[src/pwa_map.svh]
// register offsets, field values, reset values and timing counts of the wiper block
`ifndef PWA_MAP_SVH
`define PWA_MAP_SVH
`define PWA_ADDR_WIPER 8'h00
`define PWA_ADDR_RSVD 8'h01
`define PWA_ADDR_SEL 8'h02
`define PWA_SEL_RESET 8'h00
`define PWA_SEL_WIPER 8'h80
`define PWA_SEL_BIT 7
`define PWA_WIPER_RESET 7'h40
`define PWA_NV_RESET 8'h40
`define PWA_ID_FAMILY 5'h0a
`define PWA_ID_FAMILY_MSB 7
`define PWA_ID_FAMILY_LSB 3
`define PWA_ID_STRAP_HI 2
`define PWA_ID_STRAP_LO 1
`define PWA_ID_RW 0
`define PWA_BITS_PER_BYTE 4'h8
`define PWA_CLK_PERIOD_NS 5
`define PWA_NVW_TIME_NS 5000
`endif

[src/pwa_pkg.sv]
// types shared by the wiper block modules
`default_nettype none
package pwa_pkg;
  typedef enum logic [2:0] {ST_IDLE, ST_RX, ST_ACK, ST_TX, ST_MACK, ST_WAIT} pwa_state_t;
  typedef enum logic [1:0] {K_ID, K_ADDR, K_DATA} pwa_kind_t;
endpackage
`default_nettype wire
[src/pwa_nv_if.sv]
// link between the serial front end and the nonvolatile store
`timescale 1ns/10ps
`default_nettype none
interface pwa_nv_if;
  logic wr_req;
  logic [7:0] wr_data;
  logic busy;
  logic [7:0] value;
  modport store (input wr_req, input wr_data, output busy, output value);
  modport ctrl (output wr_req, output wr_data, input busy, input value);
endinterface
`default_nettype wire

[src/pwa_i2c_regs.sv]
// serial slave front end and register map of the digital potentiometer
// Overview of operation
// - device acks both ids and address, then sends data msb first
// - select register at 02h steers address 00h reads
// - select register is 8 bits, only msb matters, lower bits kept as written
// - select 00h reaches stored value, 80h reaches the wiper
// - select register is 00h after power-up
// - with select 80h, writes to 00h move only the wiper
// - at power-up the stored value is copied into the wiper
// - with select 00h, writes to 00h store the byte and move wiper
// - reading the stored value leaves the wiper untouched
// - id byte is 01010, two strap levels, then read/write bit
// - stop after a stored write starts a busy cycle ignoring the bus
// - wiper is 7 bits, 40h at power-up before the load
// - data byte lands on the scl fall of its lsb
`timescale 1ns/10ps
`default_nettype none
`include "pwa_map.svh"
module pwa_i2c_regs
  import pwa_pkg::*;
(
  input wire logic clock_i, // system clock, 200 MHz
  input wire logic rst_i, // async reset, high
  input wire logic scl_i, // serial clock pin
  input wire logic sda_i, // serial data pin level
  output logic sda_o, // serial data drive value
  output logic sda_oe_o, // high while pulling data low
  input wire logic addr_strap_hi_i, // upper address strap
  input wire logic addr_strap_lo_i, // lower address strap
  output logic [6:0] wiper_o, // wiper tap position
  output logic nv_busy_o // store write cycle running
);
  pwa_nv_if nv ();

  pwa_nv_store u_store (
    .clock_i(clock_i),
    .rst_i(rst_i),
    .nv(nv)
  );

  // identification byte check against family code and straps
  function automatic logic id_ok(input logic [7:0] b, input logic hi, input logic lo);
    id_ok = (b[`PWA_ID_FAMILY_MSB:`PWA_ID_FAMILY_LSB] == `PWA_ID_FAMILY) &&
            (b[`PWA_ID_STRAP_HI] == hi) && (b[`PWA_ID_STRAP_LO] == lo);
  endfunction

  // pin synchronisers; stage one feeds only stage two
  logic [1:0] scl_s1, scl_s2, scl_s3;
  logic [1:0] sync_in;
  logic [3:0] strap_s1, strap_s2;
  assign sync_in = {scl_i, sda_i};
  always_ff @(posedge clock_i or posedge rst_i)
  begin
    if (rst_i)
    begin
      scl_s1 <= 2'h3;
      scl_s2 <= 2'h3;
      scl_s3 <= 2'h3;
      strap_s1 <= 4'h0;
      strap_s2 <= 4'h0;
    end
    else
    begin
      scl_s1 <= sync_in;
      scl_s2 <= scl_s1;
      scl_s3 <= scl_s2;
      strap_s1 <= {2'b00, addr_strap_hi_i, addr_strap_lo_i};
      strap_s2 <= strap_s1;
    end
  end

  logic scl, sda, scl_rise, scl_fall, start_ev, stop_ev;
  assign scl = scl_s2[1];
  assign sda = scl_s2[0];
  assign scl_rise = scl && !scl_s3[1];
  assign scl_fall = !scl && scl_s3[1];
  // data edges while clock stays high are frame marks
  assign start_ev = scl && scl_s3[1] && !sda && scl_s3[0];
  assign stop_ev = scl && scl_s3[1] && sda && !scl_s3[0];

  pwa_state_t state_reg, state_next;
  pwa_kind_t kind_reg, kind_next;
  logic [3:0] cnt_reg, cnt_next;
  logic [7:0] shift_reg, shift_next;
  logic [7:0] tx_reg, tx_next;
  logic [7:0] addr_reg, addr_next;
  logic [7:0] sel_reg, sel_next;
  logic [6:0] wiper_reg, wiper_next;
  logic [7:0] nvd_reg, nvd_next;
  logic init_reg, init_next;
  logic rd_reg, rd_next;
  logic pend_reg, pend_next;
  logic mack_reg, mack_next;
  logic oe_reg, oe_next;
  logic wr_req_reg, wr_req_next;
  logic [7:0] rd_val;
  logic go, byte_done;

  // read mux: select msb picks wiper or stored value
  always_comb
  begin
    rd_val = 8'h00;
    if (addr_reg == `PWA_ADDR_WIPER)
      rd_val = sel_reg[`PWA_SEL_BIT] ? {1'b0, wiper_reg} : nv.value;
    else if (addr_reg == `PWA_ADDR_SEL)
      rd_val = sel_reg;
  end

  assign go = init_reg && !nv.busy && !start_ev && !stop_ev;
  assign byte_done = scl_fall && (cnt_reg == `PWA_BITS_PER_BYTE);

  // protocol engine and register updates
  always_comb
  begin
    state_next = state_reg;
    kind_next = kind_reg;
    cnt_next = cnt_reg;
    shift_next = shift_reg;
    tx_next = tx_reg;
    addr_next = addr_reg;
    sel_next = sel_reg;
    wiper_next = wiper_reg;
    nvd_next = nvd_reg;
    init_next = init_reg;
    rd_next = rd_reg;
    pend_next = pend_reg;
    mack_next = mack_reg;
    oe_next = oe_reg;
    wr_req_next = 1'b0;
    if (!init_reg)
    begin
      // one cycle at the reset value, then the stored value loads
      wiper_next = nv.value[6:0];
      init_next = 1'b1;
    end
    else if (nv.busy)
    begin
      // write cycle: bus ignored, data line released
      state_next = ST_IDLE;
      oe_next = 1'b0;
    end
    else if (start_ev)
    begin
      // a repeated start drops any unfinished stored write
      state_next = ST_RX;
      kind_next = K_ID;
      cnt_next = 4'h0;
      oe_next = 1'b0;
      pend_next = 1'b0;
    end
    else if (stop_ev)
    begin
      wr_req_next = pend_reg;
      pend_next = 1'b0;
      state_next = ST_IDLE;
      oe_next = 1'b0;
    end
    else
    begin
      case (state_reg)
        ST_RX:
        begin
          if (scl_rise)
          begin
            shift_next = {shift_reg[6:0], sda};
            cnt_next = cnt_reg + 4'h1;
          end
          else if (byte_done)
          begin
            cnt_next = 4'h0;
            state_next = ST_ACK;
            oe_next = 1'b1;
            case (kind_reg)
              K_ID:
              begin
                rd_next = shift_reg[`PWA_ID_RW];
                if (!id_ok(shift_reg, strap_s2[1], strap_s2[0]))
                begin
                  state_next = ST_WAIT;
                  oe_next = 1'b0;
                end
              end
              K_ADDR: addr_next = shift_reg;
              K_DATA:
              begin
                if (addr_reg == `PWA_ADDR_WIPER)
                begin
                  wiper_next = shift_reg[6:0];
                  nvd_next = shift_reg;
                  pend_next = !sel_reg[`PWA_SEL_BIT];
                end
                else if (addr_reg == `PWA_ADDR_SEL)
                  sel_next = shift_reg;
              end
              default: state_next = ST_WAIT;
            endcase
          end
        end
        ST_ACK:
        begin
          if (scl_fall)
          begin
            oe_next = 1'b0;
            if (rd_reg)
            begin
              // first data bit goes out on the fall that ends the ack
              state_next = ST_TX;
              tx_next = rd_val;
              oe_next = !rd_val[7];
              cnt_next = 4'h1;
            end
            else if (kind_reg == K_ID)
            begin
              kind_next = K_ADDR;
              state_next = ST_RX;
            end
            else if (kind_reg == K_ADDR)
            begin
              kind_next = K_DATA;
              state_next = ST_RX;
            end
            else
              state_next = ST_WAIT;
          end
        end
        ST_TX:
        begin
          if (byte_done)
          begin
            oe_next = 1'b0;
            state_next = ST_MACK;
          end
          else if (scl_fall)
          begin
            tx_next = {tx_reg[6:0], 1'b0};
            oe_next = !tx_reg[6];
            cnt_next = cnt_reg + 4'h1;
          end
        end
        ST_MACK:
        begin
          if (scl_rise)
            mack_next = !sda;
          else if (scl_fall)
          begin
            // master ack asks for the same byte again
            if (mack_reg)
            begin
              state_next = ST_TX;
              tx_next = rd_val;
              oe_next = !rd_val[7];
              cnt_next = 4'h1;
            end
            else
              state_next = ST_WAIT;
          end
        end
        ST_IDLE, ST_WAIT: oe_next = 1'b0;
        default: state_next = ST_IDLE;
      endcase
    end
  end

  // engine registers; wiper starts centred until the load
  always_ff @(posedge clock_i or posedge rst_i)
  begin
    if (rst_i)
    begin
      state_reg <= ST_IDLE;
      kind_reg <= K_ID;
      cnt_reg <= 4'h0;
      shift_reg <= 8'h00;
      tx_reg <= 8'h00;
      addr_reg <= `PWA_ADDR_WIPER;
      sel_reg <= `PWA_SEL_RESET;
      wiper_reg <= `PWA_WIPER_RESET;
      nvd_reg <= 8'h00;
      init_reg <= 1'b0;
      rd_reg <= 1'b0;
      pend_reg <= 1'b0;
      mack_reg <= 1'b0;
      oe_reg <= 1'b0;
      wr_req_reg <= 1'b0;
    end
    else
    begin
      state_reg <= state_next;
      kind_reg <= kind_next;
      cnt_reg <= cnt_next;
      shift_reg <= shift_next;
      tx_reg <= tx_next;
      addr_reg <= addr_next;
      sel_reg <= sel_next;
      wiper_reg <= wiper_next;
      nvd_reg <= nvd_next;
      init_reg <= init_next;
      rd_reg <= rd_next;
      pend_reg <= pend_next;
      mack_reg <= mack_next;
      oe_reg <= oe_next;
      wr_req_reg <= wr_req_next;
    end
  end

  assign nv.wr_req = wr_req_reg;
  assign nv.wr_data = nvd_reg;
  // open drain: only ever pulls low
  assign sda_o = 1'b0;
  assign sda_oe_o = oe_reg;
  assign wiper_o = wiper_reg;
  assign nv_busy_o = nv.busy;

  logic dwr;
  assign dwr = go && state_reg == ST_RX && kind_reg == K_DATA && byte_done;

  property p_ack_addr;
    @(posedge clock_i) disable iff (rst_i)
    go && state_reg == ST_RX && kind_reg == K_ADDR && byte_done |=> oe_reg && state_reg == ST_ACK;
  endproperty
  a_ack_addr: assert property (p_ack_addr) else $error("address byte not acked");
  property p_bad_id;
    @(posedge clock_i) disable iff (rst_i)
    go && state_reg == ST_RX && kind_reg == K_ID && byte_done &&
      !id_ok(shift_reg, strap_s2[1], strap_s2[0]) |=> state_reg == ST_WAIT && !oe_reg;
  endproperty
  a_bad_id: assert property (p_bad_id) else $error("bad id byte acked");
  property p_power_up;
    @(posedge clock_i) disable iff (rst_i)
    !init_reg |-> wiper_reg == `PWA_WIPER_RESET && sel_reg == `PWA_SEL_RESET
      ##1 wiper_reg == $past(nv.value[6:0]);
  endproperty
  a_power_up: assert property (p_power_up) else $error("power-up load wrong");
  property p_vol_write;
    @(posedge clock_i) disable iff (rst_i)
    dwr && addr_reg == `PWA_ADDR_WIPER && sel_reg[`PWA_SEL_BIT] |=>
      !pend_reg && wiper_reg == $past(shift_reg[6:0]);
  endproperty
  a_vol_write: assert property (p_vol_write) else $error("wiper-only write wrong");
  property p_nv_write;
    @(posedge clock_i) disable iff (rst_i)
    dwr && addr_reg == `PWA_ADDR_WIPER && !sel_reg[`PWA_SEL_BIT] |=>
      pend_reg && nvd_reg == $past(shift_reg) && wiper_reg == $past(shift_reg[6:0]);
  endproperty
  a_nv_write: assert property (p_nv_write) else $error("stored write wrong");
  property p_sel_write;
    @(posedge clock_i) disable iff (rst_i)
    dwr && addr_reg == `PWA_ADDR_SEL |=> sel_reg == $past(shift_reg) && $stable(wiper_reg);
  endproperty
  a_sel_write: assert property (p_sel_write) else $error("select write wrong");
  property p_reserved;
    @(posedge clock_i) disable iff (rst_i)
    dwr && addr_reg != `PWA_ADDR_WIPER && addr_reg != `PWA_ADDR_SEL |=>
      $stable(wiper_reg) && $stable(sel_reg) && !pend_reg;
  endproperty
  a_reserved: assert property (p_reserved) else $error("reserved write had effect");
  property p_read_mux;
    @(posedge clock_i) disable iff (rst_i)
    go && state_reg == ST_ACK && rd_reg && scl_fall && addr_reg == `PWA_ADDR_WIPER |=>
      tx_reg == ($past(sel_reg[7]) ? {1'b0, $past(wiper_reg)} : $past(nv.value));
  endproperty
  a_read_mux: assert property (p_read_mux) else $error("read mux wrong");
  property p_read_keeps;
    @(posedge clock_i) disable iff (rst_i)
    state_reg == ST_TX || state_reg == ST_MACK |=> $stable(wiper_reg);
  endproperty
  a_read_keeps: assert property (p_read_keeps) else $error("read moved wiper");
  property p_busy_quiet;
    @(posedge clock_i) disable iff (rst_i)
    stop_ev && pend_reg && init_reg && !nv.busy |=> wr_req_reg ##1 nv.busy && !oe_reg;
  endproperty
  a_busy_quiet: assert property (p_busy_quiet) else $error("stop did not start write");

  c_read: cover property (@(posedge clock_i) disable iff (rst_i) state_reg == ST_MACK);
  c_nv_write: cover property (@(posedge clock_i) disable iff (rst_i) wr_req_reg);
  c_sel_write: cover property (@(posedge clock_i) disable iff (rst_i)
    dwr && addr_reg == `PWA_ADDR_SEL);
endmodule
`default_nettype wire

[src/pwa_nv_store.sv]
// nonvolatile power-up value store with its internal write cycle timer
`timescale 1ns/10ps
`default_nettype none
`include "pwa_map.svh"
module pwa_nv_store
  import pwa_pkg::*;
(
  input wire logic clock_i, // system clock
  input wire logic rst_i, // async reset, high
  pwa_nv_if.store nv // write request and stored value
);
  // write cycle length, rounded up to whole cycles
  localparam int NVW_CYC = (`PWA_NVW_TIME_NS + `PWA_CLK_PERIOD_NS - 1) / `PWA_CLK_PERIOD_NS;
  localparam logic [15:0] NVW_CNT = 16'(NVW_CYC);
  logic [7:0] value_reg, value_next;
  logic [15:0] cnt_reg, cnt_next;
  logic busy_reg, busy_next;

  // accept a write only while idle; busy spans the whole write cycle
  always_comb
  begin
    value_next = value_reg;
    cnt_next = cnt_reg;
    if (cnt_reg != 16'h0000)
      cnt_next = cnt_reg - 16'h0001;
    else if (nv.wr_req)
    begin
      value_next = nv.wr_data;
      cnt_next = NVW_CNT;
    end
    // registered so the busy pin comes straight from a flop
    busy_next = (cnt_next != 16'h0000);
  end

  // reset stands in for power-up; the store comes up pre-programmed
  always_ff @(posedge clock_i or posedge rst_i)
  begin
    if (rst_i)
    begin
      value_reg <= `PWA_NV_RESET;
      cnt_reg <= 16'h0000;
      busy_reg <= 1'b0;
    end
    else
    begin
      value_reg <= value_next;
      cnt_reg <= cnt_next;
      busy_reg <= busy_next;
    end
  end

  assign nv.busy = busy_reg;
  assign nv.value = value_reg;

  property p_nv_take;
    @(posedge clock_i) disable iff (rst_i)
    nv.wr_req && !nv.busy |=> nv.busy && nv.value == $past(nv.wr_data);
  endproperty
  a_nv_take: assert property (p_nv_take) else $error("nv write not taken");
endmodule
`default_nettype wire

[config.mk]
export PLATFORM = sky130hd
export DESIGN_NAME = pwa_i2c_regs
export DESIGN_NICKNAME = d
export VERILOG_FILES = /design/src/pwa_pkg.sv /design/src/pwa_nv_if.sv /design/src/pwa_i2c_regs.sv /design/src/pwa_nv_store.sv
export VERILOG_INCLUDE_DIRS = /design/src
export SDC_FILE = /design/constraint.sdc
export NUM_CORES = 1
export LEC_CHECK = 0
export ABC_AREA = 1
export BUFFER_PORTS_ARGS = -buffer_cell sky130_fd_sc_hd__buf_2
export CAP_MARGIN = 20
export CORE_MARGIN = 1
export CORE_UTILIZATION = 60
export DETAILED_ROUTE_END_ITERATION = 8
export GPL_TIMING_DRIVEN = 1
export PLACE_DENSITY_LB_ADDON = 0.25
export SYNTH_ARGS = -nofsm -noshare
export SYNTH_HDL_FRONTEND = slang
export SYNTH_HIERARCHICAL = 1
export SYNTH_SLANG_ARGS = --single-unit
export TNS_END_PERCENT = 10
[constraint.sdc]
create_clock -name clock_i -period 2.4 [get_ports clock_i]
set_input_delay 0.12 -clock clock_i [delete_from_list [all_inputs] [get_ports clock_i]]
set_output_delay 0.12 -clock clock_i [all_outputs]
set_load 0.05 [all_outputs]
==> run_results.csv, run 1 <==
group,metric,value,unit
status,status,"completed",
setup_path,start_kind,"flop",
floorplanning,io_pins,16,
global_route,antenna_found_initial,0,
sta,skew,0.0110,ns
yosys,ys_top_cells_by_count,"nand2_1, dfrtp_1, inv_1",
sta,whs,0.283,ns
sta,worst_pin_slew,0.643,ns
global_route,first_global_vias,4174,
floorplanning,fp.dieW,94.9,um
route,wl_per_cell,14.4,um
route,drt-pass1-iter-count,5,
clock_network,clkSlewWorstSetupHoldPaths,0.10,ns
power_and_ir_drop,p_leak,2.74,nW
floorplanning,die_h,94.9,um
sta,maxSlewViolCount,0,
clock_network,insertion_delay,0.36,ns
sta,fmax,0.503,GHz
yosys,synth-async-reset-ratio,100,%
finish,fin_nets,697,
global_route,grt_pass1_wl,19600,um
route,ant_nets,0,
yosys,synth.area.top_cells,"dfrtp_1, nand2_1, nand3_1",
yosys,synth_area,0.00518,sq mm
finish,final_area,0.00557,sq mm
worst_hold_path,hold_class,"in2async",
place,hpwl,8580,um
global_route,grt_max_degree,53,
yosys,synthFlopType,"dfrtp_1",
sta,finalSetupViolCount,0,
place,io_buffers,14,
floorplanning,core,0.00830,sq mm
finish,fin_cells,793,
finish,multi_input_area,0.00239,sq mm
global_route,grt_overflow,0,
finish,fill_cells,722,
clock_network,numCtsBuffers,9,
global_route,track_usage,28.5,%
route,vias,4313,
route,drt_wl_total,11400,um
flow_run,maxCapViolations,0,
yosys,avgSynthCellArea,7.84,sq um
sta,rsz0062_at_grt,"false",
finish,antenna_cells,0,
clock_network,cts_htree_levels,3,
setup_path,worstPathRequired,2.65,ns
clock_network,post-cts-setup-buffer-count,0,
sta,period_needed,1.99,ns
clock_network,clockBufferDepth,2,
setup_path,crit_type,"reg2reg",
route,via_per_inst,5.44,
clock_network,ctsRootBufferMaster,"clkbuf_8",
yosys,synth_top_area_share,42.5,%
clock_network,cts_resized,0,
yosys,synth_warnings,6,
sta,relSlewSlack,57.0,%
setup_path,timing.critical_path.to_type,"flop",
place,gp_congestion,0.954,
yosys,syn_inst,661,
setup_path,path_max_fanout,16,
place,placed_area,0.00534,sq mm
clock_network,cts.sinks,96,
power_and_ir_drop,ir_drop,0.322,mV
yosys,ys_types,36,
floorplanning,num_rows,33,
yosys,synth.most_common_cell,"nand2_1",
yosys,seq_area_frac_synth,46.6,%
yosys,synth_area_leader_cell,"dfrtp_1",
place,dp.cells,772,
finish,seqCellArea,0.00241,sq mm
setup_path,rr_worst_depth,11,
floorplanning,start_util,62.4,%
sta,fin_setup_tns,0,ns
floorplanning,die_area,0.00901,sq mm
power_and_ir_drop,powerDensity,694,mW/mm^2
route,first_iter_violations,324,
yosys,synth-edff-count,0,
setup_path,cp.arrival,2.23,ns
clock_network,cts_tree,"built",
yosys,ys_ff_latch,96,
finish,largest_register_ffs,16,
sta,final.period_utilization,82.8,%
finish,final_layout_size_suffix_gt1_share,17.7,%
route,post-route-drc-count,0,
sta,hold_viol,0,
finish,area_delta_synth_final,7.49,%
yosys,syn-num-nets,675,
[timing repair]
action / CTS / global route
hold endpoints to repair: 30 / 0
hold buffers: 5 / 0
setup endpoints to repair: 0 / 0
[path summary, 6_finish.rpt]
kind,from,to,slack [ns]
hold / removal,rst_i,u_store/nv.value[4],0.28
min in group clock_i,strap_s1[1],strap_s2[1],0.35
max in group asynchronous,rst_i,scl_s2[1],1.42
setup reg to reg,cnt_reg[0],addr_reg[0],0.41
hold reg to reg,strap_s1[1],strap_s2[1],0.35
setup / recovery,cnt_reg[0],addr_reg[0],0.41
[through the flow]
| step | util, % | power (mW) | worst slack, ns |
|---|---|---|---|
| after CTS | 67.1 | 3.88 | 0.397 |
| final | 67.1 | 3.86 | 0.412 |
| after detailed placement | 64.3 | 2.90 | 0.437 |
| after global placement | 64.3 | 2.88 | 0.460 |
| after floorplan | - | 2.68 | 0.495 |
| after global routing | 67.1 | 4.11 | 0.214 |
[cells in the final DEF, fill, tap and decap left out, types with 2 or more instances in the layout]
cell           Yosys  layout
or2_2              2       2
xor2_1             2       2
nand2_2           15      15
o21ai_1           25      25
nand3_1           55      55
clkbuf_8           0      10
nand3b_1           4       4
o21ai_0           31      31
inv_6              0       2
o21ai_2            9       9
nand4_2            2       2
nor2_4             8       8
nor2_1            61      61
inv_2             14      15
buf_4              2       2
dlygate4sd3_1      0       5
a21oi_1           13      13
nand2_1          196     196
nand4_1            4       4
nor2_2            14      14
conb_1             2       2
inv_1             65      64
dfrtp_1           88      88
nand3_2            4       4
buf_2              0      14
mux2_2             8       8
ha_1               8       8
xnor2_1            2       2
dfstp_2            8       8
nand2_4            3       3
[power breakdown]
part | switching [mW] | total, mW | internal (mW)
logic | 0.638 | 0.969 | 0.331
registers | 0.145 | 1.91 | 1.76
clock network | 0.572 | 0.986 | 0.414
[layer usage]
layer	vias to the layer above	GRT usage, %	wire length [um]
met1	2014	38.1	5130
li1	2140	-	-
met4	0	11.1	301
met2	129	47.4	5500
met5	-	0	0
met3	30	3.78	514
[cell families (layout without fill, tap and decap cells)]
logic type / count (synthesis) / after routing / synth area share (%)
AND/OR/NAND/NOR: 370 / 370 / 32.7
flip-flops: 96 / 96 / 46.6
buffers and inverters: 90 / 117 / 7.24
AO/OA/AOI/OAI: 83 / 83 / 8.96
adder cells (fa/ha/maj): 8 / 8 / 1.93
multiplexers: 8 / 8 / 1.74
XOR/XNOR: 4 / 4 / 0.676
other: 2 / 2 / 0.145
[layout make-up]
type                    count  share of cell area [%]
clock inverters             5                   0.696
clock buffers              11                    2.54
well taps                 105                    2.36
inverters                  79                    5.32
multi-input cells         475                    43.0
flip-flops and latches     96                    43.3
repair buffers             22                    2.79
[worst max-delay path, cell delays in order (launching register included)]
cell and delay, ns:
dfrtp_1 0.42, inv_1 0.09, ha_1 0.14, nand2_1 0.05, nor2_1 0.16, nand2_4 0.13
nor2_2 0.12, inv_2 0.04, nor2_2 0.13, nand3_2 0.33, nand2_1 0.19, o21ai_2 0.06
(Power assumes the default switching activity.)
==> run 2: changes to the inputs <==
--- a/config.mk
+++ b/config.mk
@@ -6,11 +6,11 @@
 export SDC_FILE = /design/constraint.sdc
 export NUM_CORES = 1
 export LEC_CHECK = 0
-export ABC_AREA = 1
+export ABC_AREA = 0
 export BUFFER_PORTS_ARGS = -buffer_cell sky130_fd_sc_hd__buf_2
 export CAP_MARGIN = 20
 export CORE_MARGIN = 1
-export CORE_UTILIZATION = 60
+export CORE_UTILIZATION = 56
 export DETAILED_ROUTE_END_ITERATION = 8
 export GPL_TIMING_DRIVEN = 1
 export PLACE_DENSITY_LB_ADDON = 0.25
==> constraint.sdc (replaced) <==
create_clock -name clock_i -period 1.7 [get_ports clock_i]
set_input_delay 0.085 -clock clock_i [delete_from_list [all_inputs] [get_ports clock_i]]
set_output_delay 0.085 -clock clock_i [all_outputs]
set_load 0.05 [all_outputs]
==> run_results.csv, run 2 <==
group,metric,value,unit
place,dp_slack,-0.702,ns
clock_network,ctsRootBufferMaster,"clkbuf_8",
setup_path,worstPathRequired,1.95,ns
sta,hold_viol,0,
sta,rsz0062_at_grt,"true",
route,post-route-drc-count,0,
yosys,synth_warnings,6,
finish,final_util,77.3,%
floorplanning,fp.dieW,96.3,um
sta,final.period_utilization,141,%
power_and_ir_drop,powerDensity,945,mW/mm^2
finish,fill_cells,548,
setup_path,crit_type,"reg2reg",
sta,whs,0.188,ns
yosys,synth_area_leader_cell,"dfrtp_1",
floorplanning,die_area,0.00928,sq mm
yosys,synth.area.top_cells,"dfrtp_1, mux2_2, dfstp_2",
setup_path,crit_path_top_delay_cell,"or4_1",
clock_network,insertion_delay,0.37,ns
finish,layout_common_cells,"buf_4, dfrtp_1, mux2_2",
yosys,avgSynthCellArea,10.8,sq um
global_route,grt_use_met2,51.1,%
floorplanning,die_h,96.3,um
worst_hold_path,hold_class,"in2async",
finish,multi_input_area,0.00277,sq mm
yosys,syn_inst,461,
global_route,grt_overflow,0,
sta,fin_ws,-0.703,ns
place,hpwl,8850,um
sta,period_needed,2.40,ns
clock_network,clkSlewWorstSetupHoldPaths,0.11,ns
finish,fin_nets,609,
global_route,grt_max_degree,49,
route,via_per_inst,5.98,
power_and_ir_drop,ir_drop,0.632,mV
setup_path,path_max_fanout,4,
floorplanning,start_util,57.4,%
finish,largest_register_ffs,16,
route,drt_wl_total,13500,um
global_route,track_usage,30.5,%
global_route,grt_pass1_wl,21000,um
finish,final_layout_size_suffix_gt1_share,45.8,%
setup_path,worstPathCellList,"buf_4 > or4_1 > nor4_4 > nand2_1 > o21a_1 > or3b_1 > a2111o_1",
floorplanning,io_pins,16,
setup_path,regToRegSetupSlack,-0.70,ns
sta,maxSlewViolCount,0,
global_route,grt_use_met1,40.0,%
sta,finalSetupViolCount,72,
place,io_buffers,14,
setup_path,cp.arrival,2.65,ns
status,status,"finished, violations left",
global_route,grtUsageMet3,4.34,%
setup_path,r2r-end,"u_store/nv.busy",
clock_network,numCtsBuffers,9,
yosys,synth_area,0.00498,sq mm
yosys,ys_top_cells_by_count,"dfrtp_1, mux2_2, nand2_1",
power_and_ir_drop,p_leak,3.22,nW
clock_network,clockBufferDepth,2,
yosys,synth-async-reset-ratio,100,%
clock_network,cts.sinks,96,
setup_path,crit_path_max_incr_delay,0.51,ns
global_route,first_global_vias,4232,
setup_path,crit_buf_inv,1,
sta,skew,0.0125,ns
route,drt-pass1-iter-count,5,
place,gp_congestion,0.929,
setup_path,timing.rr.start,"u_store/cnt_reg[0]",
global_route,grt_busiest_layer,"met2",
finish,final_common_cell,"buf_4",
finish,antenna_cells,0,
route,vias,4237,
setup_path,rr_worst_depth,7,
setup_path,timing.critical_path.to_type,"flop",
flow_run,maxCapViolations,0,
yosys,synth.most_common_cell,"dfrtp_1",
yosys,ys_ff_latch,96,
clock_network,cts_tree,"built",
yosys,synth-edff-count,0,
route,wl_per_cell,19.1,um
global_route,antenna_found_initial,0,
yosys,ys_types,67,
floorplanning,core,0.00868,sq mm
finish,fin_cells,708,
yosys,synthFlopType,"dfrtp_1",
floorplanning,num_rows,34,
sta,worst_pin_slew,0.767,ns
place,dp.cells,676,
route,first_iter_violations,239,
yosys,syn-num-nets,475,
status,violations,"negative setup slack",
setup_path,start_kind,"flop",
finish,area_delta_synth_final,34.5,%
yosys,seq_area_frac_synth,48.4,%
sta,relSlewSlack,48.7,%
clock_network,cts_htree_levels,3,
route,ant_nets,0,
finish,seqCellArea,0.00241,sq mm
sta,fmax,0.416,GHz
setup_path,crit_family,"simple AND/OR/NAND/NOR gates",
yosys,synth_top_area_share,44.2,%
[run 2: layout make-up]
cell class              instances  area share, %
clock buffers                   9           1.85
clock inverters                 7          0.951
inverters                      12          0.672
multi-input cells             336           41.3
flip-flops and latches         96           36.0
well taps                     108           2.01
repair buffers                140           17.2
[run 2: kinds of logic (layout without fill, tap and decap cells)]
group / count (synthesis) / count (layout) / synth area share [%]
xor gates and xnor gates: 10 / 10 / 1.76
DFF: 96 / 96 / 48.4
and+or+nand+nor: 159 / 159 / 18.6
AOI/OAI and AO/OA: 100 / 100 / 14.0
muxes: 57 / 57 / 12.7
adders and majority gates: 8 / 8 / 2.01
buffers and inverters: 29 / 168 / 2.43
other: 2 / 2 / 0.151
[run 2: report_power, final]
group | internal [mW] | total [mW] | switching, mW
Clock | 0.561 | 1.45 | 0.891
Combinational | 1.06 | 2.34 | 1.28
Sequential | 2.43 | 2.54 | 0.113
Total | 4.05 | 6.34 | 2.28
[run 2: worst max-delay path by stage]
stage                       to  cells after the start  slack (ns)           startpoint
2_1_floorplan  u_store/nv.busy                      6       -0.59   u_store/cnt_reg[2]
3_3_place_gp   u_store/nv.busy                      8       -0.61   u_store/cnt_reg[1]
3_5_place_dp   u_store/nv.busy                      8       -0.70   u_store/cnt_reg[1]
4_1_cts        u_store/nv.busy                      8       -0.67  u_store/cnt_reg[10]
5_1_grt        u_store/nv.busy                      7       -0.82   u_store/cnt_reg[0]
6_report       u_store/nv.busy                      7       -0.70   u_store/cnt_reg[0]
[run 2: metrics by stage]
| stage | setup TNS (ns) | total power [mW] | area [sq um] |
|---|---|---|---|
| global route | -28.47 | 6.64 | 6710 |
| finish | -23.31 | 6.34 | 6710 |
| detailed placement | -27.54 | 4.55 | 5990 |
| CTS | -22.51 | 6.21 | 6530 |
| floorplan | -37.18 | 3.72 | 5000 |
| global placement | -24.45 | 4.48 | 5990 |
[run 2: layer usage]
metal	wire length (um)	vias to the layer above
met5	0	-
met3	535	36
met4	351	0
li1	-	1949
met2	6820	131
met1	5790	2121
[run 2: repair_timing]
item	in CTS	in global routing
endpoints found under the hold margin	93	0
gates resized for setup	67	40
pin swaps	30	17
setup endpoints to repair	83	82
setup buffers	6	6
hold buffers	5	0
cloned	1	0
[run 2: tightest hold or removal path, cell delays in order]
cell	delay [ns]
dlygate4sd3_1	0.53
buf_2	0.13
inv_2	0.21
==> run 3: changes to the inputs <==
--- a/config.mk
+++ b/config.mk
@@ -16,6 +16,5 @@
 export PLACE_DENSITY_LB_ADDON = 0.25
 export SYNTH_ARGS = -nofsm -noshare
 export SYNTH_HDL_FRONTEND = slang
-export SYNTH_HIERARCHICAL = 1
 export SYNTH_SLANG_ARGS = --single-unit
 export TNS_END_PERCENT = 10
==> run_results.csv, run 3 <==
group,metric,value,unit
place,io_buffers,14,
finish,area_delta_synth_final,37.3,%
sta,fin_ws,-1.12,ns
setup_path,crit_path_top_delay_cell,"or4_4",
route,ant_nets,0,
floorplanning,io_pins,16,
sta,relSlewSlack,63.8,%
yosys,syn_inst,489,
route,drt-pass1-iter-count,4,
yosys,avgSynthCellArea,10.1,sq um
yosys,seq_area_frac_synth,48.8,%
sta,hold_viol,0,
floorplanning,num_rows,33,
yosys,synth_area,0.00494,sq mm
finish,largest_register_ffs,16,
route,drt_wl_total,13600,um
yosys,synth.area.top_cells,"dfrtp_1, mux2_2, dfstp_2",
finish,layout_common_cells,"buf_4, dfrtp_1, nand2_1",
yosys,syn-num-nets,503,
power_and_ir_drop,ir_drop,0.537,mV
route,wl_per_cell,18.4,um
clock_network,cts.sinks,96,
floorplanning,die_area,0.00921,sq mm
yosys,synthFlopType,"dfrtp_1",
setup_path,path_depth,6,
sta,final.period_utilization,166,%
yosys,synth_area_leader_cell,"dfrtp_1",
yosys,synth-edff-count,0,
finish,fin_nets,645,
floorplanning,die_h,95.9,um
yosys,synth_warnings,0,
setup_path,worstPathRequired,1.95,ns
sta,finalSetupViolCount,73,
power_and_ir_drop,total_power,5.16,mW
yosys,ys_top_cells_by_count,"dfrtp_1, nor2_1, nand2_1",
setup_path,rr_worst_depth,6,
finish,seqCellArea,0.00241,sq mm
setup_path,crit_buf_inv,0,
route,first_iter_violations,250,
setup_path,worstPathCellList,"or4_4 > or4_4 > o31a_1 > o31a_1 > or4_1 > or4_1",
route,via_per_inst,6.04,
place,hpwl,8780,um
floorplanning,start_util,59.0,%
clock_network,insertion_delay,0.38,ns
sta,maxSlewViolCount,0,
setup_path,timing.critical_path.to_type,"flop",
finish,multi_input_area,0.00278,sq mm
yosys,synth_top_area_share,44.6,%
setup_path,crit_type,"reg2reg",
sta,period_needed,2.82,ns
global_route,grt_overflow,0,
route,vias,4478,
clock_network,cts_htree_levels,3,
global_route,grt_pass1_wl,20200,um
worst_hold_path,hold_depth,2,
flow_run,maxCapViolations,0,
status,violations,"negative setup slack",
finish,antenna_cells,0,
global_route,grt_max_degree,97,
finish,final_layout_size_suffix_gt1_share,43.2,%
status,status,"finished, violations left",
setup_path,crit_family,"simple AND/OR/NAND/NOR gates",
clock_network,numCtsBuffers,9,
setup_path,start_kind,"flop",
power_and_ir_drop,powerDensity,761,mW/mm^2
sta,fmax,0.354,GHz
sta,worst_pin_slew,0.539,ns
clock_network,ctsRootBufferMaster,"clkbuf_8",
clock_network,clkSlewWorstSetupHoldPaths,0.12,ns
finish,fill_cells,494,
global_route,track_usage,29.1,%
sta,rsz0062_at_grt,"true",
finish,final_common_cell,"buf_4",
place,dp_slack,-1.13,ns
global_route,antenna_found_initial,0,
finish,final_util,81.0,%
yosys,ys_types,62,
setup_path,path_max_fanout,3,
floorplanning,core,0.00838,sq mm
setup_path,crit_path_max_incr_delay,0.55,ns
sta,whs,0.344,ns
clock_network,cts_tree,"built",
global_route,first_global_vias,4163,
route,post-route-drc-count,0,
sta,skew,0.0142,ns
yosys,synth.most_common_cell,"dfrtp_1",
power_and_ir_drop,p_leak,3.30,nW
place,gp_congestion,0.913,
worst_hold_path,hold_class,"in2reg",
yosys,synth-async-reset-ratio,100,%
clock_network,clockBufferDepth,2,
yosys,ys_ff_latch,96,
floorplanning,fp.dieW,95.9,um
setup_path,cp.arrival,3.07,ns
run 3: cell count changes after synthesis, sizes merged, moves of 4 or more:
cell	previous run	this run
a21oi	18	37
o21ai	33	18
nand2	34	48
nor2	36	50
mux2	48	38
mux2i	9	15
clkbuf	14	19
o211ai	1	6
or2	6	1
a221o	6	2
nor3b	2	6
run 3: per-stage QoR:
step	area [sq um]	TNS [ns]	cells
3_3_place_gp	5980	-24.42	704
4_1_cts	6410	-21.36	727
3_5_place_dp	5980	-27.25	704
5_1_grt	6790	-28.17	741
2_1_floorplan	4960	-30.15	489
6_report	6790	-22.54	741
run 3: cells by family (layout without fill, tap and decap cells):
logic type | Yosys count | after routing | share of synthesized area, %
compound gates | 104 | 104 | 13.7
xor+xnor | 9 | 9 | 1.60
fa+ha+maj | 8 | 8 | 2.03
buf+inv | 33 | 180 | 2.61
flops | 96 | 96 | 48.8
mux | 53 | 53 | 11.7
other cells | 2 | 2 | 0.152
simple gates | 184 | 184 | 19.4
run 3: worst paths after layout:
check	from	end	slack [ns]
setup / recovery	u_store.cnt_reg[2]	u_store.nv.busy	-1.12
hold / removal	addr_strap_lo_i	strap_s1[0]	0.34
setup reg to reg	u_store.cnt_reg[2]	u_store.nv.busy	-1.12
hold reg to reg	scl_s1[0]	scl_s2[0]	0.36
max in group asynchronous	rst_i	shift_reg[0]	0.91
min in group asynchronous	rst_i	u_store.cnt_reg[13]	0.40
run 3: worst register-to-register path: stages, from the launching register on:
cell and delay (ns):
dfrtp_1 0.39, or4_4 0.55, or4_4 0.43, o31a_1 0.25
o31a_1 0.28, or4_1 0.40, or4_1 0.41
run 3: area by class of cell:
class                      instances  area share, %
clock inverter                     7           1.31
sequential                        96           35.5
clock buffer                       9           1.83
inverter                          12          0.719
multi-input combinational        360           40.9
timing repair buffer             152           17.7
tap                              105           1.94
run 3: metal layers:
layer | GRT usage [%] | up-vias | routed length (um)
li1 | - | 2056 | -
met1 | 38.6 | 2239 | 5860
met2 | 48.3 | 149 | 6800
met3 | 4.74 | 34 | 627
met4 | 10.3 | 0 | 357
met5 | 0 | - | 0
run 3: power by group:
group          total (mW)  internal, mW  switching, mW
Clock                1.57         0.601          0.969
Sequential           2.48          2.39         0.0880
Combinational        1.11         0.488          0.623
Total                5.16          3.48           1.68
run 3: what timing repair did:
| action | in CTS | in global routing |
|---|---|---|
| pin swaps | 21 | 22 |
| setup buffers | 2 | 16 |
| cloned | 0 | 0 |
| setup endpoints to repair | 81 | 83 |
| gates resized for setup | 37 | 61 |
| endpoints found under the hold margin | 92 | 0 |
| hold buffers | 5 | 0 |
